[src/pkg/tmrsa_pkg.sv]
// tmrsa_pkg: register addresses, reset values, field positions and timing
// constants for the two-channel temperature monitor register bank.
// assumes: included in compile order before hw/tmrsa_regs.sv.
package tmrsa_pkg;

  // ****************************************************************
  // read addresses
  // ****************************************************************
  localparam logic [7:0] RD_LOCAL_VALUE     = 8'h00;
  localparam logic [7:0] RD_REMOTE_HI       = 8'h01;
  localparam logic [7:0] RD_STATUS          = 8'h02;
  localparam logic [7:0] RD_CONFIG          = 8'h03;
  localparam logic [7:0] RD_RATE            = 8'h04;
  localparam logic [7:0] RD_LOCAL_HIGH_LIM  = 8'h05;
  localparam logic [7:0] RD_LOCAL_LOW_LIM   = 8'h06;
  localparam logic [7:0] RD_REMOTE_HIGH_HI  = 8'h07;
  localparam logic [7:0] RD_REMOTE_LOW_HI   = 8'h08;
  localparam logic [7:0] RD_REMOTE_LO       = 8'h10;
  localparam logic [7:0] ADDR_OFFSET_HI     = 8'h11;
  localparam logic [7:0] ADDR_OFFSET_LO     = 8'h12;
  localparam logic [7:0] ADDR_REMOTE_HIGH_LO = 8'h13;
  localparam logic [7:0] ADDR_REMOTE_LOW_LO = 8'h14;
  localparam logic [7:0] RD_RESERVED_A      = 8'h19;
  localparam logic [7:0] RD_RESERVED_B      = 8'h20;
  localparam logic [7:0] RD_MAKER_ID        = 8'hfe;
  localparam logic [7:0] RD_REVISION        = 8'hff;

  // ****************************************************************
  // write addresses
  // ****************************************************************
  localparam logic [7:0] WR_CONFIG          = 8'h09;
  localparam logic [7:0] WR_RATE            = 8'h0a;
  localparam logic [7:0] WR_LOCAL_HIGH_LIM  = 8'h0b;
  localparam logic [7:0] WR_LOCAL_LOW_LIM   = 8'h0c;
  localparam logic [7:0] WR_REMOTE_HIGH_HI  = 8'h0d;
  localparam logic [7:0] WR_REMOTE_LOW_HI   = 8'h0e;
  localparam logic [7:0] WR_ONE_SHOT        = 8'h0f;
  localparam logic [7:0] WR_LAST_LEGAL      = 8'h14;

  // ****************************************************************
  // reset values
  // ****************************************************************
  localparam logic [7:0] RST_VALUE          = 8'h80;
  localparam logic [7:0] RST_HIGH_LIM       = 8'h7f;
  localparam logic [7:0] RST_LOW_LIM        = 8'hc9;
  localparam logic [7:0] RST_CONFIG         = 8'h00;
  localparam logic [7:0] RST_RATE           = 8'h02;
  localparam logic [7:0] RST_ZERO           = 8'h00;

  // ****************************************************************
  // field positions
  // ****************************************************************
  localparam int CFG_MASK_BIT   = 7;
  localparam int CFG_STOP_BIT   = 6;
  localparam int ST_BUSY_BIT    = 7;
  localparam int ST_LOCAL_OVER_FLAG_BIT   = 6;
  localparam int ST_LOCAL_UNDER_FLAG_BIT    = 5;
  localparam int ST_REMOTE_OVER_FLAG_BIT   = 4;
  localparam int ST_REMOTE_UNDER_FLAG_BIT    = 3;
  localparam int ST_OPEN_BIT    = 2;
  localparam int RATE_BITS      = 3;
  localparam int FRAC_BITS      = 3;

  // ****************************************************************
  // timing: slowest conversion period is 16 s at code 0
  // ****************************************************************
  localparam int CLK_MHZ        = 200;
  localparam int BASE_PERIOD_MS = 125;
  localparam int BASE_PERIOD_CYC = BASE_PERIOD_MS * 1000 * CLK_MHZ;
  localparam int BUSY_TIME_US   = 10;
  localparam int BUSY_CYC       = BUSY_TIME_US * CLK_MHZ;

endpackage

[src/hw/tmrsa_regs.sv]
// tmrsa_regs: register bank, offset correction, limit compare, status
// flags and alert latch of the two-channel temperature monitor.
// assumes: a bus engine decodes frames into byte strobes on clk; an
// analog front end hands raw results with a one-cycle valid strobe.
`timescale 1ns/100ps

module tmrsa_regs #(
  parameter int          BASE_CYC    = tmrsa_pkg::BASE_PERIOD_CYC,
  parameter int          BUSY_LEN    = tmrsa_pkg::BUSY_CYC,
  parameter logic [7:0]  MAKER_CODE  = 8'h5a, // arbitrary value
  parameter logic [7:0]  REV_CODE    = 8'h01  // arbitrary value
) (
  input  wire logic        clk,
  input  wire logic        reset,
  input  wire logic        wr_first,
  input  wire logic        wr_data,
  input  wire logic [7:0]  wr_byte,
  input  wire logic        rd_req,
  input  wire logic        ara_read,
  input  wire logic        standby_pin_n,
  input  wire logic        conv_valid,
  input  wire logic [10:0] local_raw,
  input  wire logic [10:0] remote_raw,
  input  wire logic        sensor_open,
  output logic [7:0]       rd_byte,
  output logic             conv_start,
  output logic             alert_n
);

  // ****************************************************************
  // state
  // ****************************************************************
  typedef enum {TMRSA_IDLE, TMRSA_BUSY} tmrsa_conv_t;
  tmrsa_conv_t conv_state;

  logic [7:0]  addr_ptr;
  logic [7:0]  local_temp_value;
  logic [7:0]  remote_temp_value_hi;
  logic [7:0]  remote_temp_value_lo;
  logic [7:0]  device_config;
  logic [7:0]  conv_rate_select;
  logic [7:0]  local_high_limit;
  logic [7:0]  local_low_limit;
  logic [7:0]  remote_high_limit_hi;
  logic [7:0]  remote_low_limit_hi;
  logic [7:0]  remote_high_limit_lo;
  logic [7:0]  remote_low_limit_lo;
  logic [7:0]  remote_offset_hi;
  logic [7:0]  remote_offset_lo;
  logic        local_over_flag;
  logic        local_under_flag;
  logic        remote_over_flag;
  logic        remote_under_flag;
  logic        open_flag;
  logic        alert_latch;
  logic        one_shot_req;
  logic [31:0] rate_cnt;
  logic [31:0] busy_cnt;
  logic [2:0]  standby_pin_sync;

  // ****************************************************************
  // standby pin synchroniser, three stages
  // ****************************************************************
  always_ff @(posedge clk or posedge reset) begin
    if (reset) begin
      standby_pin_sync <= 3'h7; // idle pin level, no false standby after reset
    end else begin
      standby_pin_sync <= {standby_pin_sync[1:0], standby_pin_n};
    end
  end

  logic standby_pin_level;
  always_ff @(posedge clk or posedge reset) begin
    if (reset) begin
      standby_pin_level <= 1'b1;
    end else if (standby_pin_sync[2] == standby_pin_sync[1]) begin
      standby_pin_level <= standby_pin_sync[2];
    end
  end

  logic standby;
  assign standby = device_config[tmrsa_pkg::CFG_STOP_BIT] | ~standby_pin_level;

  // ****************************************************************
  // address pointer and writable registers
  // ****************************************************************
  // first byte of every write is the pointer
  always_ff @(posedge clk or posedge reset) begin
    if (reset) begin
      addr_ptr <= 8'h00;
    end else if (wr_first) begin
      addr_ptr <= wr_byte;
    end
  end

  logic wr_ok;
  assign wr_ok = wr_data & (addr_ptr <= tmrsa_pkg::WR_LAST_LEGAL);

  // write-address decode; read-only addresses take no write
  always_ff @(posedge clk or posedge reset) begin
    if (reset) begin
      device_config        <= tmrsa_pkg::RST_CONFIG;
      conv_rate_select     <= tmrsa_pkg::RST_RATE;
      local_high_limit     <= tmrsa_pkg::RST_HIGH_LIM;
      local_low_limit      <= tmrsa_pkg::RST_LOW_LIM;
      remote_high_limit_hi <= tmrsa_pkg::RST_HIGH_LIM;
      remote_low_limit_hi  <= tmrsa_pkg::RST_LOW_LIM;
      remote_high_limit_lo <= tmrsa_pkg::RST_ZERO;
      remote_low_limit_lo  <= tmrsa_pkg::RST_ZERO;
      remote_offset_hi     <= tmrsa_pkg::RST_ZERO;
      remote_offset_lo     <= tmrsa_pkg::RST_ZERO;
    end else if (wr_ok) begin
      if (addr_ptr == tmrsa_pkg::WR_CONFIG) begin
        device_config <= {wr_byte[7:6], 6'h00};
      end else if (addr_ptr == tmrsa_pkg::WR_RATE) begin
        conv_rate_select <= {5'h00, wr_byte[2:0]};
      end else if (addr_ptr == tmrsa_pkg::WR_LOCAL_HIGH_LIM) begin
        local_high_limit <= wr_byte;
      end else if (addr_ptr == tmrsa_pkg::WR_LOCAL_LOW_LIM) begin
        local_low_limit <= wr_byte;
      end else if (addr_ptr == tmrsa_pkg::WR_REMOTE_HIGH_HI) begin
        remote_high_limit_hi <= wr_byte;
      end else if (addr_ptr == tmrsa_pkg::WR_REMOTE_LOW_HI) begin
        remote_low_limit_hi <= wr_byte;
      end else if (addr_ptr == tmrsa_pkg::ADDR_OFFSET_HI) begin
        remote_offset_hi <= wr_byte;
      end else if (addr_ptr == tmrsa_pkg::ADDR_OFFSET_LO) begin
        remote_offset_lo <= {wr_byte[7:5], 5'h00};
      end else if (addr_ptr == tmrsa_pkg::ADDR_REMOTE_HIGH_LO) begin
        remote_high_limit_lo <= {wr_byte[7:5], 5'h00};
      end else if (addr_ptr == tmrsa_pkg::ADDR_REMOTE_LOW_LO) begin
        remote_low_limit_lo <= {wr_byte[7:5], 5'h00};
      end
    end
  end

  // ****************************************************************
  // conversion scheduling
  // ****************************************************************
  // divided period: base times 2^(7-code)
  logic [31:0] period_cyc;
  assign period_cyc = 32'(BASE_CYC) << (3'h7 - conv_rate_select[2:0]);

  // one-shot write request, held until a conversion starts
  always_ff @(posedge clk or posedge reset) begin
    if (reset) begin
      one_shot_req <= 1'b0;
    end else if (wr_ok && addr_ptr == tmrsa_pkg::WR_ONE_SHOT) begin
      one_shot_req <= 1'b1;
    end else if (conv_state == TMRSA_IDLE) begin
      one_shot_req <= 1'b0;
    end
  end

  // free-running rate timer while not in standby
  always_ff @(posedge clk or posedge reset) begin
    if (reset) begin
      rate_cnt <= 32'h0;
    end else if (standby || rate_cnt >= period_cyc - 32'h1) begin
      rate_cnt <= 32'h0;
    end else begin
      rate_cnt <= rate_cnt + 32'h1;
    end
  end

  logic rate_tick;
  assign rate_tick = ~standby & (rate_cnt >= period_cyc - 32'h1);

  // busy window from start to result
  always_ff @(posedge clk or posedge reset) begin
    if (reset) begin
      conv_state <= TMRSA_IDLE;
      conv_start <= 1'b0;
      busy_cnt   <= 32'h0;
    end else begin
      conv_start <= 1'b0;
      case (conv_state)
        TMRSA_IDLE: begin
          if (rate_tick || one_shot_req) begin
            conv_state <= TMRSA_BUSY;
            conv_start <= 1'b1;
            busy_cnt   <= 32'h0;
          end
        end
        TMRSA_BUSY: begin
          busy_cnt <= busy_cnt + 32'h1;
          if (conv_valid || busy_cnt >= 32'(BUSY_LEN) - 32'h1) begin
            conv_state <= TMRSA_IDLE;
          end
        end
        default: conv_state <= TMRSA_IDLE;
      endcase
    end
  end

  logic take_result;
  assign take_result = conv_valid & (conv_state == TMRSA_BUSY);

  // ****************************************************************
  // offset correction with saturation, 11-bit eighth-degree units
  // ****************************************************************
  logic signed [12:0] offset_sum;
  logic [10:0]        remote_corr;
  assign offset_sum = $signed({2'b00, remote_raw})
                    + $signed({{2{remote_offset_hi[7]}}, remote_offset_hi,
                               remote_offset_lo[7:5]});
  always_comb begin
    if (offset_sum > 13'sd1023) begin
      remote_corr = 11'h3ff;
    end else if (offset_sum < -13'sd1024) begin
      remote_corr = 11'h400;
    end else begin
      remote_corr = offset_sum[10:0];
    end
  end

  // value registers load only from the converter
  always_ff @(posedge clk or posedge reset) begin
    if (reset) begin
      local_temp_value     <= tmrsa_pkg::RST_VALUE;
      remote_temp_value_hi <= tmrsa_pkg::RST_VALUE;
      remote_temp_value_lo <= tmrsa_pkg::RST_ZERO;
    end else if (take_result) begin
      local_temp_value     <= local_raw[10:3];
      remote_temp_value_hi <= remote_corr[10:3];
      remote_temp_value_lo <= {remote_corr[2:0], 5'h00};
    end
  end

  // ****************************************************************
  // limit comparison on stored values
  // ****************************************************************
  logic signed [10:0] remote_val;
  logic signed [10:0] remote_hi_lim;
  logic signed [10:0] remote_lo_lim;
  logic               local_over;
  logic               local_under;
  logic               remote_over;
  logic               remote_under;
  assign remote_val    = {remote_temp_value_hi, remote_temp_value_lo[7:5]};
  assign remote_hi_lim = {remote_high_limit_hi, remote_high_limit_lo[7:5]};
  assign remote_lo_lim = {remote_low_limit_hi, remote_low_limit_lo[7:5]};
  assign local_over    = $signed(local_temp_value) > $signed(local_high_limit);
  assign local_under   = $signed(local_temp_value) < $signed(local_low_limit);
  assign remote_over   = remote_val > remote_hi_lim;
  assign remote_under  = remote_val < remote_lo_lim;

  // ****************************************************************
  // sticky flags; set wins, read clears only ended causes
  // ****************************************************************
  logic status_rd;
  assign status_rd = rd_req & (addr_ptr == tmrsa_pkg::RD_STATUS);

  always_ff @(posedge clk or posedge reset) begin
    if (reset) begin
      local_over_flag   <= 1'b0;
      local_under_flag  <= 1'b0;
      remote_over_flag  <= 1'b0;
      remote_under_flag <= 1'b0;
      open_flag         <= 1'b0;
    end else begin
      local_over_flag   <= local_over | (local_over_flag & ~status_rd);
      local_under_flag  <= local_under | (local_under_flag & ~status_rd);
      remote_over_flag  <= remote_over | (remote_over_flag & ~status_rd);
      remote_under_flag <= remote_under | (remote_under_flag & ~status_rd);
      open_flag         <= sensor_open | (open_flag & ~status_rd);
    end
  end

  logic any_flag;
  assign any_flag = local_over_flag | local_under_flag | remote_over_flag
                  | remote_under_flag | open_flag;

  // alert latch: set by flags, cleared by alert-address read when clean
  always_ff @(posedge clk or posedge reset) begin
    if (reset) begin
      alert_latch <= 1'b0;
    end else if (any_flag) begin
      alert_latch <= 1'b1;
    end else if (ara_read) begin
      alert_latch <= 1'b0;
    end
  end

  always_ff @(posedge clk or posedge reset) begin
    if (reset) begin
      alert_n <= 1'b1;
    end else begin
      alert_n <= ~((alert_latch | any_flag) & ~device_config[tmrsa_pkg::CFG_MASK_BIT]);
    end
  end

  // ****************************************************************
  // read mux, registered at the read strobe
  // ****************************************************************
  logic [7:0] status_byte;
  assign status_byte = {conv_state == TMRSA_BUSY, local_over_flag, local_under_flag,
                        remote_over_flag, remote_under_flag, open_flag, 2'b00};

  always_ff @(posedge clk or posedge reset) begin
    if (reset) begin
      rd_byte <= 8'h00;
    end else if (rd_req) begin
      if (addr_ptr == tmrsa_pkg::RD_LOCAL_VALUE) begin
        rd_byte <= local_temp_value;
      end else if (addr_ptr == tmrsa_pkg::RD_REMOTE_HI) begin
        rd_byte <= remote_temp_value_hi;
      end else if (addr_ptr == tmrsa_pkg::RD_STATUS) begin
        rd_byte <= status_byte;
      end else if (addr_ptr == tmrsa_pkg::RD_CONFIG) begin
        rd_byte <= device_config;
      end else if (addr_ptr == tmrsa_pkg::RD_RATE) begin
        rd_byte <= conv_rate_select;
      end else if (addr_ptr == tmrsa_pkg::RD_LOCAL_HIGH_LIM) begin
        rd_byte <= local_high_limit;
      end else if (addr_ptr == tmrsa_pkg::RD_LOCAL_LOW_LIM) begin
        rd_byte <= local_low_limit;
      end else if (addr_ptr == tmrsa_pkg::RD_REMOTE_HIGH_HI) begin
        rd_byte <= remote_high_limit_hi;
      end else if (addr_ptr == tmrsa_pkg::RD_REMOTE_LOW_HI) begin
        rd_byte <= remote_low_limit_hi;
      end else if (addr_ptr == tmrsa_pkg::RD_REMOTE_LO) begin
        rd_byte <= remote_temp_value_lo;
      end else if (addr_ptr == tmrsa_pkg::ADDR_OFFSET_HI) begin
        rd_byte <= remote_offset_hi;
      end else if (addr_ptr == tmrsa_pkg::ADDR_OFFSET_LO) begin
        rd_byte <= remote_offset_lo;
      end else if (addr_ptr == tmrsa_pkg::ADDR_REMOTE_HIGH_LO) begin
        rd_byte <= remote_high_limit_lo;
      end else if (addr_ptr == tmrsa_pkg::ADDR_REMOTE_LOW_LO) begin
        rd_byte <= remote_low_limit_lo;
      end else if (addr_ptr == tmrsa_pkg::RD_MAKER_ID) begin
        rd_byte <= MAKER_CODE;
      end else if (addr_ptr == tmrsa_pkg::RD_REVISION) begin
        rd_byte <= REV_CODE;
      end else begin
        rd_byte <= 8'h00;
      end
    end
  end

endmodule

[config.mk]
export PLATFORM = sky130hd
export DESIGN_NAME = tmrsa_regs
export DESIGN_NICKNAME = d
export VERILOG_FILES = /design/src/pkg/tmrsa_pkg.sv /design/src/hw/tmrsa_regs.sv
export SDC_FILE = /design/constraint.sdc
export NUM_CORES = 1
export LEC_CHECK = 0
export ABC_AREA = 1
export BUFFER_PORTS_ARGS = -buffer_cell sky130_fd_sc_hd__buf_2
export CAP_MARGIN = 40
export CORE_MARGIN = 2
export CORE_UTILIZATION = 64
export CTS_BUF_LIST = sky130_fd_sc_hd__clkbuf_4 sky130_fd_sc_hd__clkbuf_8
export DETAILED_ROUTE_END_ITERATION = 6
export PLACE_DENSITY = 0.82
export SYNTH_ARGS = -nofsm -noshare
export SYNTH_HDL_FRONTEND = slang
export SYNTH_SLANG_ARGS = --single-unit
[constraint.sdc]
create_clock -name clk -period 6.45 [get_ports clk]
set_clock_uncertainty 0.15 [all_clocks]
set_input_delay 0.645 -clock clk [delete_from_list [all_inputs] [get_ports clk]]
set_output_delay 0.645 -clock clk [all_outputs]
set_load 0.05 [all_outputs]
==> impl_results.md, run 1 <==
* CTS max path bufs at 2
* Crit Reg-Reg Endpoint: busy_cnt[12]
* Worst hold-check path type: in2reg
* # diodes at 0
* Final worst slack at around 3 ns
* Total wire length at about 27 mm
* Yosys top cell area share at between 30% and 40%
* Routed WL per cell at 16.0 um
* # DRC at 0
* Synth warn at 0
* Crit path launch type: flop
* Site row count at 47
* Main synth FF type: dfrtp_1
* Antenna Nets Post-Route at 0
* Gpl congestion at 0.939
* IO Port Bufs at 45
* CP arrival at 3.61 ns
* First-pass GRT wire length at between 40 and 50 mm
* Post-layout util at 70.2%
* Gr ovfl total at 0
* Area grow syn2layout at 8.14%
* WS Path Type: reg2reg
* Status: complete, no violations
* Hold_sp: standby_pin_n
* CTS clk-pin slew, worst paths at 0.09 ns
* Sequential cell area fraction in the yosys report at 39.6%
* Clock root buffer: clkbuf_8
* CTS H-tree lvls at 4
* Count leader, synth: nand2_1
* Routed via count at 9,777
* Clk_lat worst skew at 0.48 ns
* Number of vias per cell at 5.81
* Slew HR at 47.7%
* Final instance area at about 12,000 um2
* Synthesized area at 10,700 um2
* VDD IR max at 0.184 mV
* Die height at roughly 130 um
* Max-cap violations at 0
* Unique masters post-synth at 52
* Unrepaired setup endpoints after global routing: false
* Vias in the first global route at between 9,000 and 10,000
* CORE AREA at 16,400 um2
* Setup WS pre-CTS at 3.11 ns
* Post-CTS Resized at 0
* Hold path endpoint: standby_pin_sync[0]
* TritonCTS Sinks at approximately 170
* Worst Max-Slew Pin Slew at 0.785 ns
* Most common library cells after synthesis: nand2_1, inv_1, dfrtp_1
* Slowest stage delay, CP at 0.55 ns
* Width of the die at 133 um
* Worst hold path stage count at 1
* Nets@finish at between 1,500 and 2,000
* Synth area leaders: dfrtp_1, nand2_1, ha_1
* Max Clk Rate at 297 MHz
* Largest net degree at the start of global routing at 90
* Setup TNS at 0 ns
* Setup bufs post-CTS at 0
* Placed Instance Area at 11,100 um2
* Fraction of registers with async set or reset after synthesis at 100%
* Final worst-path cycle share at 52.2%
* # IOs at ~50
* Leakage power at 5.33 nW
* Largest area contributor in the netlist: dfrtp_1
* R2R cell count at 13
* Post-route minimum period at between 3 and 4 ns
* CTS tree: yes
* Pwr/cell area at about 200 nW/um2
* Tot Pwr at 2.33 mW
* Post-synthesis instance total at approximately 1,400
* Tot GR Track Use at 31.1%
* EDFF count, synth at 0
* Hold buffer count at CTS at 0
* Reg2reg setup slack at 3.08 ns
* Initial DRC count at roughly 840
* Avg Cell Area, Syn at 7.55 um2
* Post-DP HPWL at 20.2 mm
* Worst R2R Start: conv_rate_select[0]
* Crit. End Element: flop
* CP Cell Sequence: inv_1, nor2_1, nand2_1, ha_1, nand2_1, nor2_1, a211oi_1, o21ai_0, a21oi_1, nand2_1, nand2_2, a21oi_1, nor2_1
* First-pass DRT Iterations at 7
* Worst-path maximum fanout at 28
* Setup violations, final at 0
* Max Slew Vio Count at 0
* Fillers at between 1,000 and 1,500
* TritonCTS Buffers at 17
* Syn Nets at 1,528
* Max stage delay cell, worst path: dfrtp_1
* Share of layout cells above drive strength 1 at 11.3%
* Die area at 17,700 um2
* Hold Vio Cnt, Final at 0
* Initial Util at between 60% and 70%
* Seq cells post-synth at 167
* Antenna violations before repair at 0
* Worst endpoint required time at 6.69 ns
-- kinds of logic after synthesis --
kind of cell,Yosys count,share of synthesized area (%)
AND/OR/NAND/NOR,732,30.6
AO/OA/AOI/OAI,203,10.5
buffers and inverters,192,6.85
flip-flops,167,39.6
adder cells (fa/ha/maj),78,9.21
XOR/XNOR,40,3.29
-- registers in the layout, indices dropped and copies added (netlist names), 2 cells and up --
name                  count
busy_cnt                 32
rate_cnt                 32
addr_ptr                  8
local_high_limit          8
local_low_limit           8
local_temp_value          8
rd_byte                   8
remote_high_limit_hi      8
remote_low_limit_hi       8
remote_offset_hi          8
remote_temp_value_hi      8
conv_rate_select          3
remote_high_limit_lo      3
remote_low_limit_lo       3
remote_offset_lo          3
remote_temp_value_lo      3
standby_pin_sync          3
device_config             2
-- routing by layer --
metal	part of all wire (%)	GRT usage, %	wire length [um]	vias up
li1	-	-	-	4766
met1	42	40.2	11500	4600
met2	48	52.6	13000	347
met3	5.9	5.17	1600	64
met4	3.3	12.1	903	0
met5	0	0	0	-
-- worst max path at each step --
stage,startpoint,end,depth (start not counted)
3_3_place_gp,conv_rate_select[2],busy_cnt[9],14
2_1_floorplan,reset,addr_ptr[0],1
4_1_cts,conv_rate_select[2],busy_cnt[12],14
6_report,conv_rate_select[0],busy_cnt[12],13
5_1_grt,conv_rate_select[2],busy_cnt[12],14
3_5_place_dp,conv_rate_select[2],busy_cnt[3],14
-- layout make-up --
type | instances | area [um2] | share of cell area (%)
multi-input combinational | 1053 | 5710 | 49.5
sequential | 167 | 4220 | 36.6
inverter | 160 | 606 | 5.26
timing repair buffer | 52 | 309 | 2.68
clock buffer | 21 | 283 | 2.45
tap | 220 | 275 | 2.39
clock inverter | 11 | 124 | 1.08
-- worst max-delay path: cells and delay by family, from the launching register on --
kind / cells / cell delay [ns]
and+or+nand+nor: 7 / 1.21
AOI/OAI and AO/OA: 4 / 0.90
buffers and inverters: 1 / 0.15
DFF: 1 / 0.55
adders and majority gates: 1 / 0.32
-- metrics by stage --
step                hold slack [ns]  instances
floorplan                     0.195       1412
global placement              0.203       1649
detailed placement            0.204       1652
CTS                           0.121       1684
global route                  0.112       1684
finish                        0.126       1684
-- cell usage in the layout (no fill, tap or decap), types with 6 or more instances in the layout --
master      Yosys  routed
a21oi_1        70      70
buf_2           4      45
clkbuf_8        0      20
clkinvlp_4      0       6
dfrtp_1       137     137
dfstp_2        30      30
ha_1           76      76
inv_1         152     151
inv_2           7       7
nand2_1       368     368
nand3_1        72      72
nand4_1        57      57
nor2_1        134     134
nor2_2          7       7
nor3_1         40      40
nor4_1          9       9
o211ai_1        6       6
o21a_1          6       6
o21ai_0        77      77
o21ai_1        19      19
or2_2          16      16
xnor2_1        10      10
xor2_1         30      30
-- power by group --
part	internal, mW	switching (mW)	total, mW	leakage, nW
logic	0.137	0.240	0.378	3.03
registers	1.11	0.0658	1.17	2.11
clock network	0.378	0.406	0.784	0.189
total	1.62	0.712	2.33	5.33
Note: power is estimated with default switching activity, not from simulation.
==> run 2: changes to the inputs <==
clock period = 3.2 ns   (was 6.45 ns; I/O delays follow)
==> run 2 against run 1 <==
  * The flow now finishes with violations (negative hold slack)
  * Count of clock-buffer cells in the layout grew 2
  * Cell area grew 2.0%
  * Cell count grew 1.4%
  * Non-clock buffer count grew 23
  * Power grew 100%
  * Highest routed layer unchanged
==> impl_results.md, run 2 (synthesis results as in run 1) <==
* Cell mode on critical path: nor2_1
* IO Port Bufs at 45 (unchanged)
* Max Clk Rate at 346 MHz (+17%)
* Tot Pwr at 4.77 mW (+100%)
* Initial Util at 64.9% (unchanged)
* Delay-heaviest family, CP: simple AND/OR/NAND/NOR gates
* Post-route minimum period at 2.89 ns (-0.478 ns)
* Crit. End Element: flop
* Max stage delay cell, worst path: dfstp_2
* Total wire length at 27.8 mm (+3.2%)
* Number of vias per cell at 5.79 (-0.28%)
* Leakage power at 5.44 nW (+2.1%)
* WS Path Type: reg2reg
* CORE AREA at 16,400 um2 (unchanged)
* TritonCTS Buffers at 17 (unchanged)
* Unrepaired setup endpoints after global routing: false
* Fillers at 1,315 (-2.7%)
* CP Cell Sequence: nor2_1, nor2_1, inv_1, nor2_1, ha_1, a21oi_1, o21a_1, o21ai_0, a21oi_1, nand2_1, nand2_2, buf_4, nand4_1, nand2_1
* TritonCTS Sinks at 167 (unchanged)
* Max-cap violations at 0 (unchanged)
* Non-filler cells, final at 1,707 (+1.4%)
* Status: finished with violations
* Antenna violations before repair at 0 (unchanged)
* Final worst slack at 0.310 ns (-2.77 ns)
* Setup TNS at 0 ns (unchanged)
* Initial DRC count at 1,031 (+22%)
* Clk_lat worst skew at 0.47 ns (about the same)
* Site row count at 47 (unchanged)
* CTS max path bufs at 2 (unchanged)
* Slew HR at 39.4% (-8.2 points)
* Final worst-path cycle share at 90.3% (+38 points)
* Worst hold margin at -0.0622 ns (-0.188 ns)
* Tot GR Track Use at 32.7% (+1.6 points)
* Worst R2R Start: conv_rate_select[1]
* Crit Reg-Reg Endpoint: busy_cnt[8]
* Slowest stage delay, CP at 0.61 ns (+0.06 ns)
* Nets@finish at 1,590 (+1.5%)
* Gr ovfl total at 0 (unchanged)
* Routed via count at 9,883 (+1.1%)
* Setup WS pre-CTS at 0.235 ns (-2.87 ns)
* # DRC at 0 (unchanged)
* Largest net degree at the start of global routing at 168 (+87%)
* Width of the die at 133 um (unchanged)
* Commonest cells after routing, fill and taps aside: nand2_1, inv_1, dfrtp_1
* VDD IR max at 0.325 mV (+77%)
* Routed WL per cell at 16.3 um (+1.8%)
* Post-DP HPWL at 20.3 mm (+0.30%)
* Antenna Nets Post-Route at 0 (unchanged)
* First-pass DRT Iterations at 7 (unchanged)
* Share of layout cells above drive strength 1 at 11.4% (+0.094 points)
* Crit path launch type: flop
* First-pass GRT wire length at 46.0 mm (+5.0%)
* Max Slew Vio Count at 0 (unchanged)
* Dpl cells at 1,655 (+0.18%)
* Buffers & Inverters on Critical Path at 2 (+1)
* Reg2reg setup slack at 0.31 ns (-2.77 ns)
* Worst Max-Slew Pin Slew at 0.900 ns (+0.115 ns)
* Die height at 133 um (unchanged)
* Setup violations, final at 0 (unchanged)
* Hold Vio Cnt, Final at 25 (+25)
* CTS H-tree lvls at 4 (unchanged)
* Area grow syn2layout at 10.3%
* CTS tree: yes
* Commonest non-fill, non-tap cell in the layout: nand2_1
* # IOs at 49 (unchanged)
* Die area at 17,700 um2 (unchanged)
* Clock root buffer: clkbuf_8
* Pwr/cell area at 406 nW/um2 (+100%)
* CP arrival at 3.16 ns (-0.45 ns)
* Violated checks: negative hold slack
* Worst endpoint required time at 3.47 ns (-3.22 ns)
* Area of the multi-input gates at 5710 um2 (about the same)
* Sequential cell area at 4220 um2 (unchanged)
* Gpl congestion at 0.992 (+5.6%)
* CTS clk-pin slew, worst paths at 0.09 ns (about the same)
* Vias in the first global route at 9,294 (+1.9%)
* R2R cell count at 14 (+1)
* Worst-path maximum fanout at 14 (-50%)
* Regs by FF count: busy_cnt (32), rate_cnt (32)
* # diodes at 0 (unchanged)
* Worst hold-check path type: in2async
==> run 2: layout make-up <==
cell class	count	share of cell area, %
inverters	160	5.14
clock inverters	9	0.979
multi-input cells	1053	48.6
flip-flops and latches	167	35.9
clock buffers	23	2.64
well taps	220	2.34
repair buffers	75	4.43
==> run 2: worst max path at each step <==
stage	start	end	slack [ns]	depth (start not counted)
3_3_place_gp	conv_rate_select[2]	busy_cnt[2]	0.29	13
3_5_place_dp	conv_rate_select[2]	busy_cnt[9]	0.24	14
5_1_grt	conv_rate_select[2]	busy_cnt[9]	0.02	14
2_1_floorplan	reset	addr_ptr[0]	0.63	1
6_report	conv_rate_select[1]	busy_cnt[8]	0.31	14
4_1_cts	conv_rate_select[2]	busy_cnt[9]	0.22	14
==> run 2: per-layer routing <==
layer | part of all wire, % | vias up | wire length (um) | track usage [%]
met5 | 0 | - | 0 | 0
met4 | 2.6 | 0 | 729 | 10.3
met3 | 6.3 | 64 | 1770 | 6.05
met2 | 48 | 360 | 13300 | 54.4
met1 | 43 | 4658 | 12100 | 43.7
li1 | - | 4801 | - | -
==> run 2: through the flow <==
step,hold slack (ns),util (%),cell area [um2]
final,-0.0622,71.6,11800
after global routing,0.00777,71.6,11800
after CTS,0.00348,71.6,11800
after detailed placement,0.199,67.8,11100
after global placement,0.200,67.7,11100
after floorplan,0.174,-,10700
==> run 2: repair_timing <==
item                                    in CTS  in global routing
resized for setup                            0                  1
endpoints found under the setup margin       0                  6
setup buffers                                0                  0
hold buffers                                20                  0
hold endpoints to repair                    27                  0
==> run 2: worst min-delay path, stage by stage <==
cell and delay (ns):
buf_2 0.11, clkinvlp_4 0.07, buf_12 0.59
==> run 2: power breakdown <==
| part | internal [mW] | switching [mW] | leakage [nW] |
|---|---|---|---|
| combinational | 0.292 | 0.488 | 3.12 |
| sequential | 2.23 | 0.145 | 2.11 |
| clock | 0.811 | 0.801 | 0.212 |
| total | 3.33 | 1.43 | 5.44 |
==> run 3: changes to the inputs <==
PLACE_DENSITY = 0.79   (was 0.82)
==> run 3 against run 2 <==
  * The run ends with design-rule violations left
  * Cell count increased by 0.35%
  * Critical path depth decreased by 3
  * Highest routed layer unchanged
  * Worst hold slack improved by 0.11 ns
  * Largest power group unchanged
  * Setup slack got worse by 0.022 ns
  * Sequential share of layout area about the same
  * Combinational power decreased by 0.5%
  * Register-to-register slack got worse by 0.02 ns
  * Via count decreased by 2.6%
==> impl_results.md, run 3 (synthesis results as in run 1) <==
* VDD IR max at 0.339 mV (+4.5%)
* Area grow syn2layout at 10.2% (about the same)
* Final worst slack at 0.288 ns (-0.0218 ns)
* Die height at 133 um (unchanged)
* Crit. End Element: flop
* Max Slew Vio Count at 0 (unchanged)
* Post-DP HPWL at 20.4 mm (+0.60%)
* Post-layout util at 71.6% (about the same)
* Regs by FF count: busy_cnt (32), rate_cnt (32)
* # diodes at 0 (unchanged)
* CTS max path bufs at 2 (unchanged)
* Max-cap violations at 0 (unchanged)
* Vias in the first global route at 9,230 (-0.69%)
* Violated checks: design-rule violations
* TritonCTS Buffers at 17 (unchanged)
* Tot GR Track Use at 31.9% (-0.85 points)
* IO Port Bufs at 45 (unchanged)
* Worst endpoint required time at 3.39 ns (-0.08 ns)
* Antenna violations before repair at 0 (unchanged)
* CTS tree: yes
* Number of vias per cell at 5.62 (-2.9%)
* First-pass GRT wire length at 44.9 mm (-2.4%)
* Slew HR at 39.9% (+0.48 points)
* Sw frac at 32.8% (+2.7 points)
* Setup TNS at 0 ns (unchanged)
* Commonest non-fill, non-tap cell in the layout: nand2_1
* Nets@finish at 1,596 (+0.38%)
* Unrepaired setup endpoints after global routing: false
* Post-CTS Resized at 0 (unchanged)
* Gpl congestion at 0.973 (-1.9%)
* Routed WL per cell at 15.8 um (-3.1%)
* TritonCTS Sinks at 167 (unchanged)
* Worst-path maximum fanout at 10 (-4)
* Share of layout cells above drive strength 1 at 11.7% (+0.22 points)
* Hold buffer count at CTS at 21 (+5.0%)
* Initial DRC count at 747 (-28%)
* Int Pwr at 3.10 mW (-7.1%)
* Crit path launch type: flop
* Flop pwr share at 51.4% (+1.6 points)
* Setup WS pre-CTS at 0.311 ns (+0.0758 ns)
* Post-route minimum period at 2.91 ns (+0.0218 ns)
* First-pass DRT Iterations at 7 (unchanged)
* Setup bufs post-CTS at 0 (unchanged)
* Largest net degree at the start of global routing at 46 (-73%)
* Setup violations, final at 0 (unchanged)
* Worst Max-Slew Pin Slew at 0.893 ns (-0.00721 ns)
* Clk pwr share at 31.8% (-2.0 points)
* Tot Pwr at 4.61 mW (-3.3%)
* CTS H-tree lvls at 4 (unchanged)
* CORE AREA at 16,400 um2 (unchanged)
* Sw Pwr at 1.51 mW (+5.4%)
* Final instance area at 11,700 um2 (about the same)
* Worst hold-check path type: in2reg
* # IOs at 49 (unchanged)
* Hold Vio Cnt, Final at 0 (-100%)
* Max Clk Rate at 343 MHz (-0.75%)
* Leakage power at 5.45 nW (about the same)
* Non-filler cells, final at 1,713 (+0.35%)
* Comb power frac at 16.8% (+0.4 points)
* Gr ovfl total at 0 (unchanged)
* Dpl cells at 1,660 (+0.30%)
* Placed Instance Area at 11,200 um2 (+0.38%)
* CTS clk-pin slew, worst paths at 0.10 ns (about the same)
* # DRC at 2 (+2)
* Commonest cells after routing, fill and taps aside: nand2_1, inv_1, dfrtp_1
* Antenna Nets Post-Route at 0 (unchanged)
* Width of the die at 133 um (unchanged)
* WS Path Type: reg2reg
* Clk_lat worst skew at 0.48 ns (about the same)
* Status: finished with violations
* Die area at 17,700 um2 (unchanged)
* Final worst-path cycle share at 91.0% (+0.68 points)
* CP arrival at 3.10 ns (-0.06 ns)
* Clock root buffer: clkbuf_8
* Pwr/cell area at 393 nW/um2 (-3.2%)
* Routed via count at 9,626 (-2.6%)
* Worst hold margin at 0.0481 ns (+0.110 ns)
* Initial Util at 64.9% (unchanged)
* Site row count at 47 (unchanged)
* Total wire length at 27.1 mm (-2.8%)
run 3: cell count changes in the layout (fill, tap and decap cells not counted), moves of 2 or more:
cell / before / now
clkbuf_8: 22 / 17
inv_6: 1 / 7
bufinv_16: 2 / 0
buf_4: 8 / 13
inv_8: 0 / 3
run 3: layout make-up:
cell class | instances | area, um2
Clock buffer | 17 | 234
Timing Repair Buffer | 81 | 573
Multi-Input combinational cell | 1053 | 5710
Inverter | 160 | 604
Clock inverter | 15 | 134
Sequential cell | 167 | 4220
Tap cell | 220 | 275
Fill cell | 1352 | 4660
run 3: final timing paths:
check                                     from                       to  slack [ns]  depth (start not counted)
min in group asynchronous                reset              rate_cnt[0]        0.30                          4
max reg2reg                conv_rate_select[0]             busy_cnt[12]        0.29                         11
max                        conv_rate_select[0]             busy_cnt[12]        0.29                         11
min                                   wr_first              addr_ptr[7]        0.05                          3
max in group asynchronous                reset  remote_high_limit_hi[0]        2.01                          5
min reg2reg                standby_pin_sync[0]      standby_pin_sync[1]        0.21                          0
run 3: metal layers:
metal | vias to the layer above | GRT usage (%) | part of all wire [%]
li1 | 4810 | - | -
met4 | 0 | 10.6 | 2.3
met2 | 283 | 54.1 | 48
met1 | 4479 | 41.1 | 44
met3 | 54 | 6.28 | 5.2
met5 | - | 0 | 0
run 3: power by group through the flow:
stage               Sequential, mW  Clock (mW)  Combinational [mW]
floorplan                     2.38           0               0.530
global placement              2.41           0               0.717
detailed placement            2.41           0               0.751
CTS                           2.37        1.48               0.775
global route                  2.38        1.56               0.889
finish                        2.37        1.47               0.776
run 3: worst max-delay path, cell delays in order, from the launching register on:
cell and delay, ns:
dfrtp_1 0.54, inv_1 0.15, nor2_1 0.22, nand2_1 0.12
ha_1 0.34, nand4_1 0.12, nor3_1 0.25, nand3_1 0.17
nand2_1 0.13, nand2_2 0.07, a21oi_1 0.43, nor2_1 0.08
